`src/pbo_pkg.sv`:
```
// Package for the port B alternate-function override block
package pbo_pkg;

    // =========================================================================
    // Widths and pin indices
    localparam int PBO_NPINS = 8;
    localparam int PBO_PIN_DATA = 0;
    localparam int PBO_PIN_DOUT = 1;
    localparam int PBO_PIN_SCLK = 2;
    localparam int PBO_PIN_CMPB = 3;
    localparam int PBO_PIN_XIN = 4;
    localparam int PBO_PIN_XOUT = 5;
    localparam int PBO_PIN_LVL = 6;
    localparam int PBO_PIN_RST = 7;

    // =========================================================================
    // Reset values of the registered outputs
    localparam logic [7:0] PBO_RST_BYTE = 8'h00;
    localparam logic PBO_RST_BIT = 1'b0;

    // =========================================================================
    // Override set for one pin
    typedef struct packed {
        logic pullup_override_enable;
        logic pullup_override_value;
        logic direction_override_enable;
        logic direction_override_value;
        logic value_override_enable;
        logic value_override_value;
        logic input_enable_override_enable;
        logic input_enable_override_value;
    } pbo_ovr_t;

    // Peripheral and fuse controls feeding the override logic
    typedef struct packed {
        logic global_irq_enable;
        logic low_group_change_enable;
        logic high_group_change_enable;
        logic ext_level_irq_mask;
        logic serial_two_wire;
        logic serial_three_wire;
        logic serial_shift_out;
        logic start_clock_hold;
        logic start_condition_irq_enable;
        logic pwm_chan_a_enable;
        logic pwm_chan_a_out;
        logic pwm_chan_b_enable;
        logic pwm_chan_b_out;
        logic counter_ext_clock_pin;
        logic reset_pin_disable_fuse;
        logic pin4_io_allowed;
        logic pin5_io_allowed;
        logic ext_clock_selected;
    } pbo_ctrl_t;

    // Port register view
    typedef struct packed {
        logic [7:0] output_bits;
        logic [7:0] direction_bits;
    } pbo_port_t;

    // Final pad controls
    typedef struct packed {
        logic [7:0] pullup_on;
        logic [7:0] drive_oe;
        logic [7:0] drive_out;
        logic [7:0] input_on;
    } pbo_pad_t;

endpackage : pbo_pkg

```
`src/pbo_port_b_override.sv`:
```
// Port B alternate-function override logic, registered pad controls
//
// Overview of operation
// - Three-wire mode leaves pin 0 direction and pull-up untouched; value too unless PWM A is on.
// - Two-wire mode makes pin 0 open-collector data, driving only when output.
// - Two-wire pin 0 pulls low if output bit or shift bit is zero.
// - Two-wire mode forces pull-ups off on data and clock pins.
// - Unless two-wire mode owns it as output, pin 0 may drive inverted PWM channel A.
// - Pin-change enable needs global enable, group enable and no masking.
// - Pin 0 masking: inverted PWM A and serial data input, both modes.
// - Unmasked enabled pin-change keeps input buffer on during sleep.
// - Upper group pin-change needs global flag, group bit, no alt function.
// - Pins 4 and 5 lose pull-up and direction to zero when fused off.
// - Pin 4 input forced on while external clock source is selected.
// - Level interrupt on pin 6 needs global and mask; forces input on.
// - Pin 2 value is PWM B, suppressed in two-wire with output set.
// - Pin 1 value carries serial out in three-wire, else gated PWM A.
// - Pin 3 drives PWM B when enabled; input override needs pin-change.
// - Pin 2 input override: free pin-change or start interrupt enabled.
// - Two-wire clock pin pulls low on zero output bit or start hold.
// - Reset pin use forces pull-up on, driver off, input off.
`timescale 1ns/100ps
`default_nettype none

module pbo_port_b_override
    import pbo_pkg::*;
(
    input wire logic clk,
    input wire logic sys_rst,
    input wire pbo_ctrl_t ctrl,
    input wire pbo_port_t port,
    input wire logic sleeping,
    output pbo_pad_t pad_q,
    output logic [7:0] pin_change_armed_q,
    output logic ext_level_irq_enable_q,
    output logic counter_clock_input_q
);

    // =========================================================================
    // Shared enable terms
    logic low_grp_en;
    logic high_grp_en;
    logic ext_level_irq;
    logic two_wire;
    logic three_wire;
    logic serial_any;
    logic reset_pin_used;
    logic dir0;
    logic dir2;
    logic tw_data_owned;
    logic tw_clk_owned;

    assign low_grp_en = ctrl.global_irq_enable &
        ctrl.low_group_change_enable;
    assign high_grp_en = ctrl.global_irq_enable &
        ctrl.high_group_change_enable;
    assign ext_level_irq = ctrl.global_irq_enable &
        ctrl.ext_level_irq_mask;
    assign two_wire = ctrl.serial_two_wire;
    assign three_wire = ctrl.serial_three_wire;
    assign serial_any = two_wire | three_wire;
    // Fuse is active low: unprogrammed keeps the pin as the reset input
    assign reset_pin_used = ctrl.reset_pin_disable_fuse;
    assign dir0 = port.direction_bits[PBO_PIN_DATA];
    assign dir2 = port.direction_bits[PBO_PIN_SCLK];
    assign tw_data_owned = two_wire & dir0;
    assign tw_clk_owned = two_wire & dir2;

    // =========================================================================
    // Alternate functions that mask pin-change, one term per pin
    logic [7:0] change_mask;

    // Armed means group enabled and no alternate function masking the pin
    function automatic logic change_armed(input logic grp_en,
                                          input logic masked);
        return grp_en & ~masked;
    endfunction : change_armed

    // The mask vector feeds the arming of every pin but the sleep input buffers only of pins 0 to 2;
    // pins 3 to 7 repeat its terms in their own input enables, pin 6 without the level interrupt term
    always_comb
    begin
        change_mask = PBO_RST_BYTE;
        // Serial data in either mode, or inverted PWM A
        change_mask[PBO_PIN_DATA] = serial_any | ctrl.pwm_chan_a_enable;
        // Three-wire data out or PWM A
        change_mask[PBO_PIN_DOUT] = three_wire | ctrl.pwm_chan_a_enable;
        // Serial clock in either mode, or PWM B
        change_mask[PBO_PIN_SCLK] = serial_any | ctrl.pwm_chan_b_enable;
        change_mask[PBO_PIN_CMPB] = ctrl.pwm_chan_b_enable;
        // Crystal pins mask while the fuses take them from the port
        change_mask[PBO_PIN_XIN] = ~ctrl.pin4_io_allowed;
        change_mask[PBO_PIN_XOUT] = ~ctrl.pin5_io_allowed;
        // Level interrupt and counter clock both own pin 6
        change_mask[PBO_PIN_LVL] = ext_level_irq |
            ctrl.counter_ext_clock_pin;
        change_mask[PBO_PIN_RST] = reset_pin_used;
    end

    // =========================================================================
    // Override sets, one per pin
    pbo_ovr_t ovr [PBO_NPINS];

    // Open-collector: value stays low, direction decides whether we pull
    function automatic pbo_ovr_t open_drain(input logic active,
                                            input logic pull_low);
        pbo_ovr_t o;
        o = '0;
        o.pullup_override_enable = active;
        o.direction_override_enable = active;
        o.direction_override_value = pull_low;
        return o;
    endfunction : open_drain

    // Pin 0: data line, inverted PWM A
    always_comb
    begin
        ovr[PBO_PIN_DATA] = open_drain(two_wire,
            (~ctrl.serial_shift_out |
             ~port.output_bits[PBO_PIN_DATA]) & dir0);
        // Three-wire mode adds nothing here: pin keeps its port direction
        ovr[PBO_PIN_DATA].value_override_enable =
            tw_data_owned | ctrl.pwm_chan_a_enable;
        ovr[PBO_PIN_DATA].value_override_value = ~tw_data_owned &
            ctrl.pwm_chan_a_enable & ~ctrl.pwm_chan_a_out;
        ovr[PBO_PIN_DATA].input_enable_override_enable =
            change_armed(low_grp_en, change_mask[PBO_PIN_DATA]) |
            ctrl.start_condition_irq_enable;
        ovr[PBO_PIN_DATA].input_enable_override_value = 1'b1;
    end

    // Pin 1: serial data out or PWM A
    always_comb
    begin
        ovr[PBO_PIN_DOUT] = '0;
        ovr[PBO_PIN_DOUT].value_override_enable =
            three_wire | ctrl.pwm_chan_a_enable;
        ovr[PBO_PIN_DOUT].value_override_value =
            three_wire ? ctrl.serial_shift_out
            : (ctrl.pwm_chan_a_enable & ctrl.pwm_chan_a_out);
        ovr[PBO_PIN_DOUT].input_enable_override_enable =
            change_armed(low_grp_en, change_mask[PBO_PIN_DOUT]);
        ovr[PBO_PIN_DOUT].input_enable_override_value = 1'b1;
    end

    // Pin 2: serial clock, PWM B
    always_comb
    begin
        ovr[PBO_PIN_SCLK] = open_drain(two_wire,
            (ctrl.start_clock_hold |
             ~port.output_bits[PBO_PIN_SCLK]) & dir2);
        ovr[PBO_PIN_SCLK].value_override_enable =
            tw_clk_owned | ctrl.pwm_chan_b_enable;
        ovr[PBO_PIN_SCLK].value_override_value =
            ~tw_clk_owned & ctrl.pwm_chan_b_out;
        ovr[PBO_PIN_SCLK].input_enable_override_enable =
            change_armed(low_grp_en, change_mask[PBO_PIN_SCLK]) |
            ctrl.start_condition_irq_enable;
        ovr[PBO_PIN_SCLK].input_enable_override_value = 1'b1;
    end

    // Pin 3: PWM B
    always_comb
    begin
        ovr[PBO_PIN_CMPB] = '0;
        ovr[PBO_PIN_CMPB].value_override_enable =
            ctrl.pwm_chan_b_enable;
        ovr[PBO_PIN_CMPB].value_override_value = ctrl.pwm_chan_b_out;
        ovr[PBO_PIN_CMPB].input_enable_override_enable =
            low_grp_en & ~ctrl.pwm_chan_b_enable;
        ovr[PBO_PIN_CMPB].input_enable_override_value = 1'b1;
    end

    // Pin 4: crystal input, external clock
    always_comb
    begin
        ovr[PBO_PIN_XIN] = '0;
        ovr[PBO_PIN_XIN].pullup_override_enable =
            ~ctrl.pin4_io_allowed;
        ovr[PBO_PIN_XIN].direction_override_enable =
            ~ctrl.pin4_io_allowed;
        ovr[PBO_PIN_XIN].input_enable_override_enable = high_grp_en |
            ~ctrl.pin4_io_allowed | ctrl.ext_clock_selected;
        ovr[PBO_PIN_XIN].input_enable_override_value =
            (high_grp_en & ctrl.pin4_io_allowed) |
            ctrl.ext_clock_selected;
    end

    // Pin 5: crystal output
    always_comb
    begin
        ovr[PBO_PIN_XOUT] = '0;
        ovr[PBO_PIN_XOUT].pullup_override_enable =
            ~ctrl.pin5_io_allowed;
        ovr[PBO_PIN_XOUT].direction_override_enable =
            ~ctrl.pin5_io_allowed;
        ovr[PBO_PIN_XOUT].input_enable_override_enable =
            high_grp_en | ~ctrl.pin5_io_allowed;
        ovr[PBO_PIN_XOUT].input_enable_override_value =
            high_grp_en & ctrl.pin5_io_allowed;
    end

    // Pin 6: level interrupt, counter clock
    always_comb
    begin
        ovr[PBO_PIN_LVL] = '0;
        ovr[PBO_PIN_LVL].input_enable_override_enable =
            (~ctrl.counter_ext_clock_pin & high_grp_en) |
            ext_level_irq;
        ovr[PBO_PIN_LVL].input_enable_override_value = 1'b1;
    end

    // Pin 7: external reset
    always_comb
    begin
        ovr[PBO_PIN_RST] = '0;
        ovr[PBO_PIN_RST].pullup_override_enable = reset_pin_used;
        ovr[PBO_PIN_RST].pullup_override_value = 1'b1;
        ovr[PBO_PIN_RST].direction_override_enable = reset_pin_used;
        ovr[PBO_PIN_RST].input_enable_override_enable =
            high_grp_en | reset_pin_used;
        ovr[PBO_PIN_RST].input_enable_override_value =
            high_grp_en & ~reset_pin_used;
    end

    // =========================================================================
    // Pin-change arming, masked per pin by alternate functions
    logic [7:0] armed_d;

    always_comb
    begin
        armed_d = PBO_RST_BYTE;
        armed_d[PBO_PIN_DATA] = change_armed(low_grp_en,
            change_mask[PBO_PIN_DATA]);
        armed_d[PBO_PIN_DOUT] = change_armed(low_grp_en,
            change_mask[PBO_PIN_DOUT]);
        armed_d[PBO_PIN_SCLK] = change_armed(low_grp_en,
            change_mask[PBO_PIN_SCLK]);
        armed_d[PBO_PIN_CMPB] = change_armed(low_grp_en,
            change_mask[PBO_PIN_CMPB]);
        // Upper group: the pin's own alternate function must be idle
        armed_d[PBO_PIN_XIN] = change_armed(high_grp_en,
            change_mask[PBO_PIN_XIN]);
        armed_d[PBO_PIN_XOUT] = change_armed(high_grp_en,
            change_mask[PBO_PIN_XOUT]);
        armed_d[PBO_PIN_LVL] = change_armed(high_grp_en,
            change_mask[PBO_PIN_LVL]);
        armed_d[PBO_PIN_RST] = change_armed(high_grp_en,
            change_mask[PBO_PIN_RST]);
    end

    // =========================================================================
    // Resolution against port registers
    pbo_pad_t pad_d;

    for (genvar i = 0; i < PBO_NPINS; i++)
    begin : g_pin
        pbo_resolve u_resolve (
            .ovr(ovr[i]),
            .port_out(port.output_bits[i]),
            .port_dir(port.direction_bits[i]),
            .sleeping(sleeping),
            .pullup_on(pad_d.pullup_on[i]),
            .drive_oe(pad_d.drive_oe[i]),
            .drive_out(pad_d.drive_out[i]),
            .input_on(pad_d.input_on[i])
        );
    end

    // =========================================================================
    // Output registers: pads released and inputs off while in reset
    always_ff @(posedge clk)
    begin
        if (sys_rst)
            pad_q <= '0;
        else
            pad_q <= pad_d;
    end

    always_ff @(posedge clk)
    begin
        if (sys_rst)
            pin_change_armed_q <= PBO_RST_BYTE;
        else
            pin_change_armed_q <= armed_d;
    end

    always_ff @(posedge clk)
    begin
        if (sys_rst)
            ext_level_irq_enable_q <= PBO_RST_BIT;
        else
            ext_level_irq_enable_q <= ext_level_irq;
    end

    // Counter clock sampling path only meaningful when its input is on
    always_ff @(posedge clk)
    begin
        if (sys_rst)
            counter_clock_input_q <= PBO_RST_BIT;
        else
            counter_clock_input_q <= ctrl.counter_ext_clock_pin &
                pad_d.input_on[PBO_PIN_LVL];
    end

endmodule : pbo_port_b_override

`default_nettype wire

```
`src/pbo_resolve.sv`:
```
// Per-pin resolution of an override set against the port registers
`timescale 1ns/100ps
`default_nettype none

module pbo_resolve
    import pbo_pkg::*;
(
    input wire pbo_ovr_t ovr,
    input wire logic port_out,
    input wire logic port_dir,
    input wire logic sleeping,
    output logic pullup_on,
    output logic drive_oe,
    output logic drive_out,
    output logic input_on
);

    // =========================================================================
    // Override mux
    logic dir_eff;
    logic val_eff;
    logic pu_req;

    assign dir_eff = ovr.direction_override_enable ?
        ovr.direction_override_value : port_dir;
    assign val_eff = ovr.value_override_enable ?
        ovr.value_override_value : port_out;
    // Pull-up request follows the usual input-and-output-bit-high convention
    assign pu_req = ~port_dir & port_out;
    assign pullup_on = ovr.pullup_override_enable ?
        ovr.pullup_override_value : pu_req;
    assign drive_oe = dir_eff;
    assign drive_out = val_eff;
    // Awake: input buffer on unless overridden; asleep: only when overridden
    assign input_on = ovr.input_enable_override_enable ?
        ovr.input_enable_override_value : ~sleeping;

endmodule : pbo_resolve

`default_nettype wire

```
`config.mk`:
```
export PLATFORM = sky130hd
export DESIGN_NAME = pbo_port_b_override
export DESIGN_NICKNAME = d
export VERILOG_FILES = /design/src/pbo_pkg.sv /design/src/pbo_port_b_override.sv /design/src/pbo_resolve.sv
export SDC_FILE = /design/constraint.sdc
export NUM_CORES = 1
export LEC_CHECK = 0
export ABC_AREA = 1
export BUFFER_PORTS_ARGS = -buffer_cell sky130_fd_sc_hd__buf_2
export CELL_PAD_IN_SITES_DETAIL_PLACEMENT = 0
export CELL_PAD_IN_SITES_GLOBAL_PLACEMENT = 1
export CORE_MARGIN = 4
export CORE_UTILIZATION = 30
export CTS_BUF_LIST = sky130_fd_sc_hd__clkbuf_16
export CTS_CLUSTER_DIAMETER = 40
export CTS_CLUSTER_SIZE = 10
export DETAILED_ROUTE_END_ITERATION = 6
export PLACE_DENSITY_LB_ADDON = 0.1
export SYNTH_ARGS = -nofsm -noshare
export SYNTH_HDL_FRONTEND = slang
export SYNTH_SLANG_ARGS = --single-unit
```
`constraint.sdc`:
```
create_clock -name clk -period 0.9 [get_ports clk]
set_input_delay 0.045 -clock clk [delete_from_list [all_inputs] [get_ports clk]]
set_output_delay 0.045 -clock clk [all_outputs]
set_load 0.1 [all_outputs]
```
==> results.md <==
- The number of clock sinks is 42.
- Of the total power, registers draw 36.5%.
- For this design the total switching power over the nets is 1.55 mW.
- The number of nets in the synthesized netlist is 185.
- The floorplan step defined a core boundary enclosing 0.00412 mm^2.
- The net switching fraction of the power is 27.8%.
- The layout-stage area growth over the synthesis result is 113%.
- The worst min-delay path class is in -> reg.
- Of the total synthesized cell area, the portion taken by XOR and XNOR cells is 0%.
- At the pin with the least slew margin, the transition time is 237 ps.
- In the final timing run, aggregate negative setup slack is 0 ps.
- The number of buffers and inverters on the critical path is 1.
- Measured against the total synthesized area, the mux share comes to 0%.
- After layout, the worst path uses 93.4% of the clock period.
- The final design instance area without fill is 0.00280 mm^2.
- The count of unresolved DRC violations after routing is 0.
- Data on the critical path is required at its endpoint by 850 ps.
- Total power for the finished layout comes to 5.58 mW.
- Detailed placement finished with a half-perimeter wire length of 2.89 mm.
- The final worst hold slack is 0.257 ps.
- The post-CTS clock slew at the launch and capture registers of the worst setup and hold paths is 60 ps.
- The via count normalized by instance count is 4.20.
- STA classifies the critical path endpoint as an output pin.
- Synthesis produced 148 cells.
- Global routing used 13.7% of the available met1 tracks.
- Broken down by cell family, the worst path's largest delay share belongs to flip-flops.
- In this run the tightest slew margin relative to its limit is 84.2%.
- The critical path launch point type is a register.
- The sequential-to-total area share from yosys stat is 64.0%.
- After synthesis, the mean cell area works out to 8.88 um^2.
- The H-tree generated during clock tree synthesis spans 2 levels.
- The Yosys step of the flow raised 0 warnings.
- Traced cell by cell, the critical path runs through buf_12.
- The final count of hold timing violations is 0.
- The via count of the routed design is 1253.
- The part of the total power dissipated in the clock network is 40.0%.
- The first detailed-routing pass ran for 4 iterations.
- For this configuration, the core starts out at a cell density of 31.9%.
- Setup repair after global routing left no endpoint under its margin.
- The TritonCTS buffer count is 5.
- Setup violations remaining at the end of the flow were counted as 0.
- In this run the static leakage power is 1.34 nW.
- Max-cap violations in this run came to 0.
- The post-synthesis share of cell area spent on full adders, half adders and majority gates is 0%.
- Fill cells in the final layout number 331.
- Of all nets on the critical path, the largest fanout is 1.
- Timing would allow up to 1190 MHz.
- The final net count is 284.
- The number of top-level pins is 79.
- TritonCTS built the clock tree.
- The first global-routing pass estimated 5.89 mm of wire.
- The complex-gate fraction of the synthesized area is 4.86%.
- In the final routed layout, each cell accounts on average for 12.3 um.
- The overall die height is 74.2 um.
- In the final layout, the share of cells above drive strength 1 is 55.6%.
- The placer's final routability congestion estimate is 0.769.
- In this run the horizontal extent of the chip is 74.2 um.
- The instance area at placement is 0.00245 mm^2.
- The largest incremental delay on the critical path is 350 ps.
- The count of nets left with antenna violations after detail routing is 0.
- The synthesized netlist devotes 21.4% of its cell area to simple gates.
- The die covers 0.00550 mm^2.
- The number of standard-cell rows in the floorplan is 23.
- The maximum resistive drop on vdd is 1000 uV.
- The total count of max-transition violations in the final report is 0.
- For this design the ratio of total power to cell area is 2000 mW/mm^2.
- The run finished with clean final reports.
- The critical path class is reg -> out.
- The via count of the first global-routing pass is 1347.
- For the finished layout, the period the worst path requires is 840 ps.
- The standard cell with the maximum stage delay on the critical path is sky130_fd_sc_hd__dfxtp_2.
- The port buffer count is 78.
- Internal power comes to 4.03 mW.
- The pin count of the biggest net entering global routing is 14.
- In this run, the number of DRC markers left after iteration 0 of detailed routing was 30.
- The number of flip-flops and latches in the synthesized netlist is 42.
- At the worst endpoint, the arrival time is 800 ps.
- Global routing used 4.86% of the available met3 tracks.
- The number of buffers on the longest clock path is 2.
- The initial antenna violation count is 0.
- Across every metal layer, demand over resource in global routing totals 14.3%.
- The mapped netlist covers 0.00131 mm^2.
- The buffer cell driving the clock tree root is sky130_fd_sc_hd__clkbuf_16.
- The post-synthesis cell type count is 19.
- The post-CTS repair timing setup buffer count is 0.
- Per report_power, the combinational group accounts for 23.6% of the total.
- The final layout contains routed wiring with a total length of 3.65 mm.
- The overall overflow remaining after global route is 0.
- met2 is the most crowded layer.
- Global routing consumed, on the met2 layer, 27.4% of the routing resources.
- The repair_antennas step left the layout with diodes totalling 0.
- After synthesis, the largest family of logic cells by area is simple AND/OR/NAND/NOR gates.
[flip-flops by register name, indices dropped and copies added (netlist names)]
name / cells
pad_q: 32
pin_change_armed_q: 8
counter_clock_input_q: 1
ext_level_irq_enable_q: 1
[power by group through the flow]
stage	Combinational [mW]	Clock, mW	Sequential [mW]
floorplan	0.138	0	2.67
global placement	1.26	0	2.08
detailed placement	1.27	0	2.08
CTS	1.32	2.28	2.04
global route	1.37	2.34	2.04
finish	1.32	2.23	2.04
[per-layer routing]
metal	share of wire, %	wire (um)
met1	35	1290
met3	8.9	324
met2	54	1990
met5	0	0
met4	1.2	45
[cells by family (layout without fill, tap and decap cells)]
family	Yosys count	count (layout)
and+or+nand+nor	66	66
AOI/OAI and AO/OA	11	11
buffers and inverters	29	129
DFF	42	42
[timing repair]
item | 4_1_cts | 5_1_grt
gates resized for setup | 0 | 3
hold endpoints to repair | 18 | 0
endpoints found under the setup margin | 0 | 3
hold buffers | 15 | 0
[synthesized netlist by cell type]
| cell | count | area share, % |
|---|---|---|
| sky130_fd_sc_hd__nand4_1 | 1 | 0.48 |
| sky130_fd_sc_hd__nor3_1 | 5 | 1.9 |
| sky130_fd_sc_hd__buf_4 | 1 | 0.57 |
| sky130_fd_sc_hd__nor2_1 | 27 | 7.7 |
| sky130_fd_sc_hd__buf_6 | 2 | 1.7 |
| sky130_fd_sc_hd__or2_4 | 1 | 0.67 |
| sky130_fd_sc_hd__nor3_2 | 2 | 1.5 |
| sky130_fd_sc_hd__nand3_1 | 4 | 1.5 |
| sky130_fd_sc_hd__dfxtp_1 | 42 | 64 |
| sky130_fd_sc_hd__nand2_1 | 25 | 7.1 |
| sky130_fd_sc_hd__a21oi_2 | 1 | 0.67 |
| sky130_fd_sc_hd__a31oi_1 | 1 | 0.48 |
| sky130_fd_sc_hd__o21ai_2 | 1 | 0.67 |
| sky130_fd_sc_hd__inv_2 | 1 | 0.29 |
| sky130_fd_sc_hd__o21ai_0 | 1 | 0.38 |
| sky130_fd_sc_hd__o21ai_1 | 1 | 0.38 |
| sky130_fd_sc_hd__nor2_2 | 1 | 0.48 |
| sky130_fd_sc_hd__a21oi_1 | 6 | 2.3 |
| sky130_fd_sc_hd__inv_1 | 25 | 7.1 |
[cell usage in the layout (no fill, tap or decap), drive strengths merged, types with 3 or more instances in the layout]
cell type     n
dlygate4sd3  15
nor2         28
inv          26
buf          80
clkbuf        5
a21oi         7
nand2        25
nor3          7
o21ai         3
nand3         4
dfxtp        42
[layout make-up]
| cell class | instances | area (um^2) | share of cell area (%) |
|---|---|---|---|
| clock buffer | 5 | 125 | 4.47 |
| clock inverter | 3 | 63.8 | 2.28 |
| inverter | 26 | 97.6 | 3.49 |
| multi-input combinational | 77 | 358 | 12.8 |
| sequential | 42 | 893 | 31.9 |
| tap | 50 | 62.6 | 2.24 |
| timing repair buffer | 95 | 1200 | 42.8 |
[path summary, 6_finish.rpt]
kind,startpoint,end,slack (ps),depth (start not counted)
worst max-delay path,pad_q[26]$_SDFF_PP0_,pad_q[26],60,1
worst min-delay path,port[12],pad_q[12]$_SDFF_PP0_,0.3,3
[per-stage QoR]
| stage | setup WS [ps] | utilization [%] | cells |
|---|---|---|---|
| after floorplan | 229 | - | 148 |
| after global placement | 165 | 59.5 | 275 |
| after detailed placement | 118 | 59.5 | 275 |
| after CTS | 50.4 | 67.7 | 298 |
| after global routing | 36.4 | 68.0 | 298 |
| final | 59.8 | 68.0 | 298 |
Note: power is estimated with default switching activity, not from simulation.
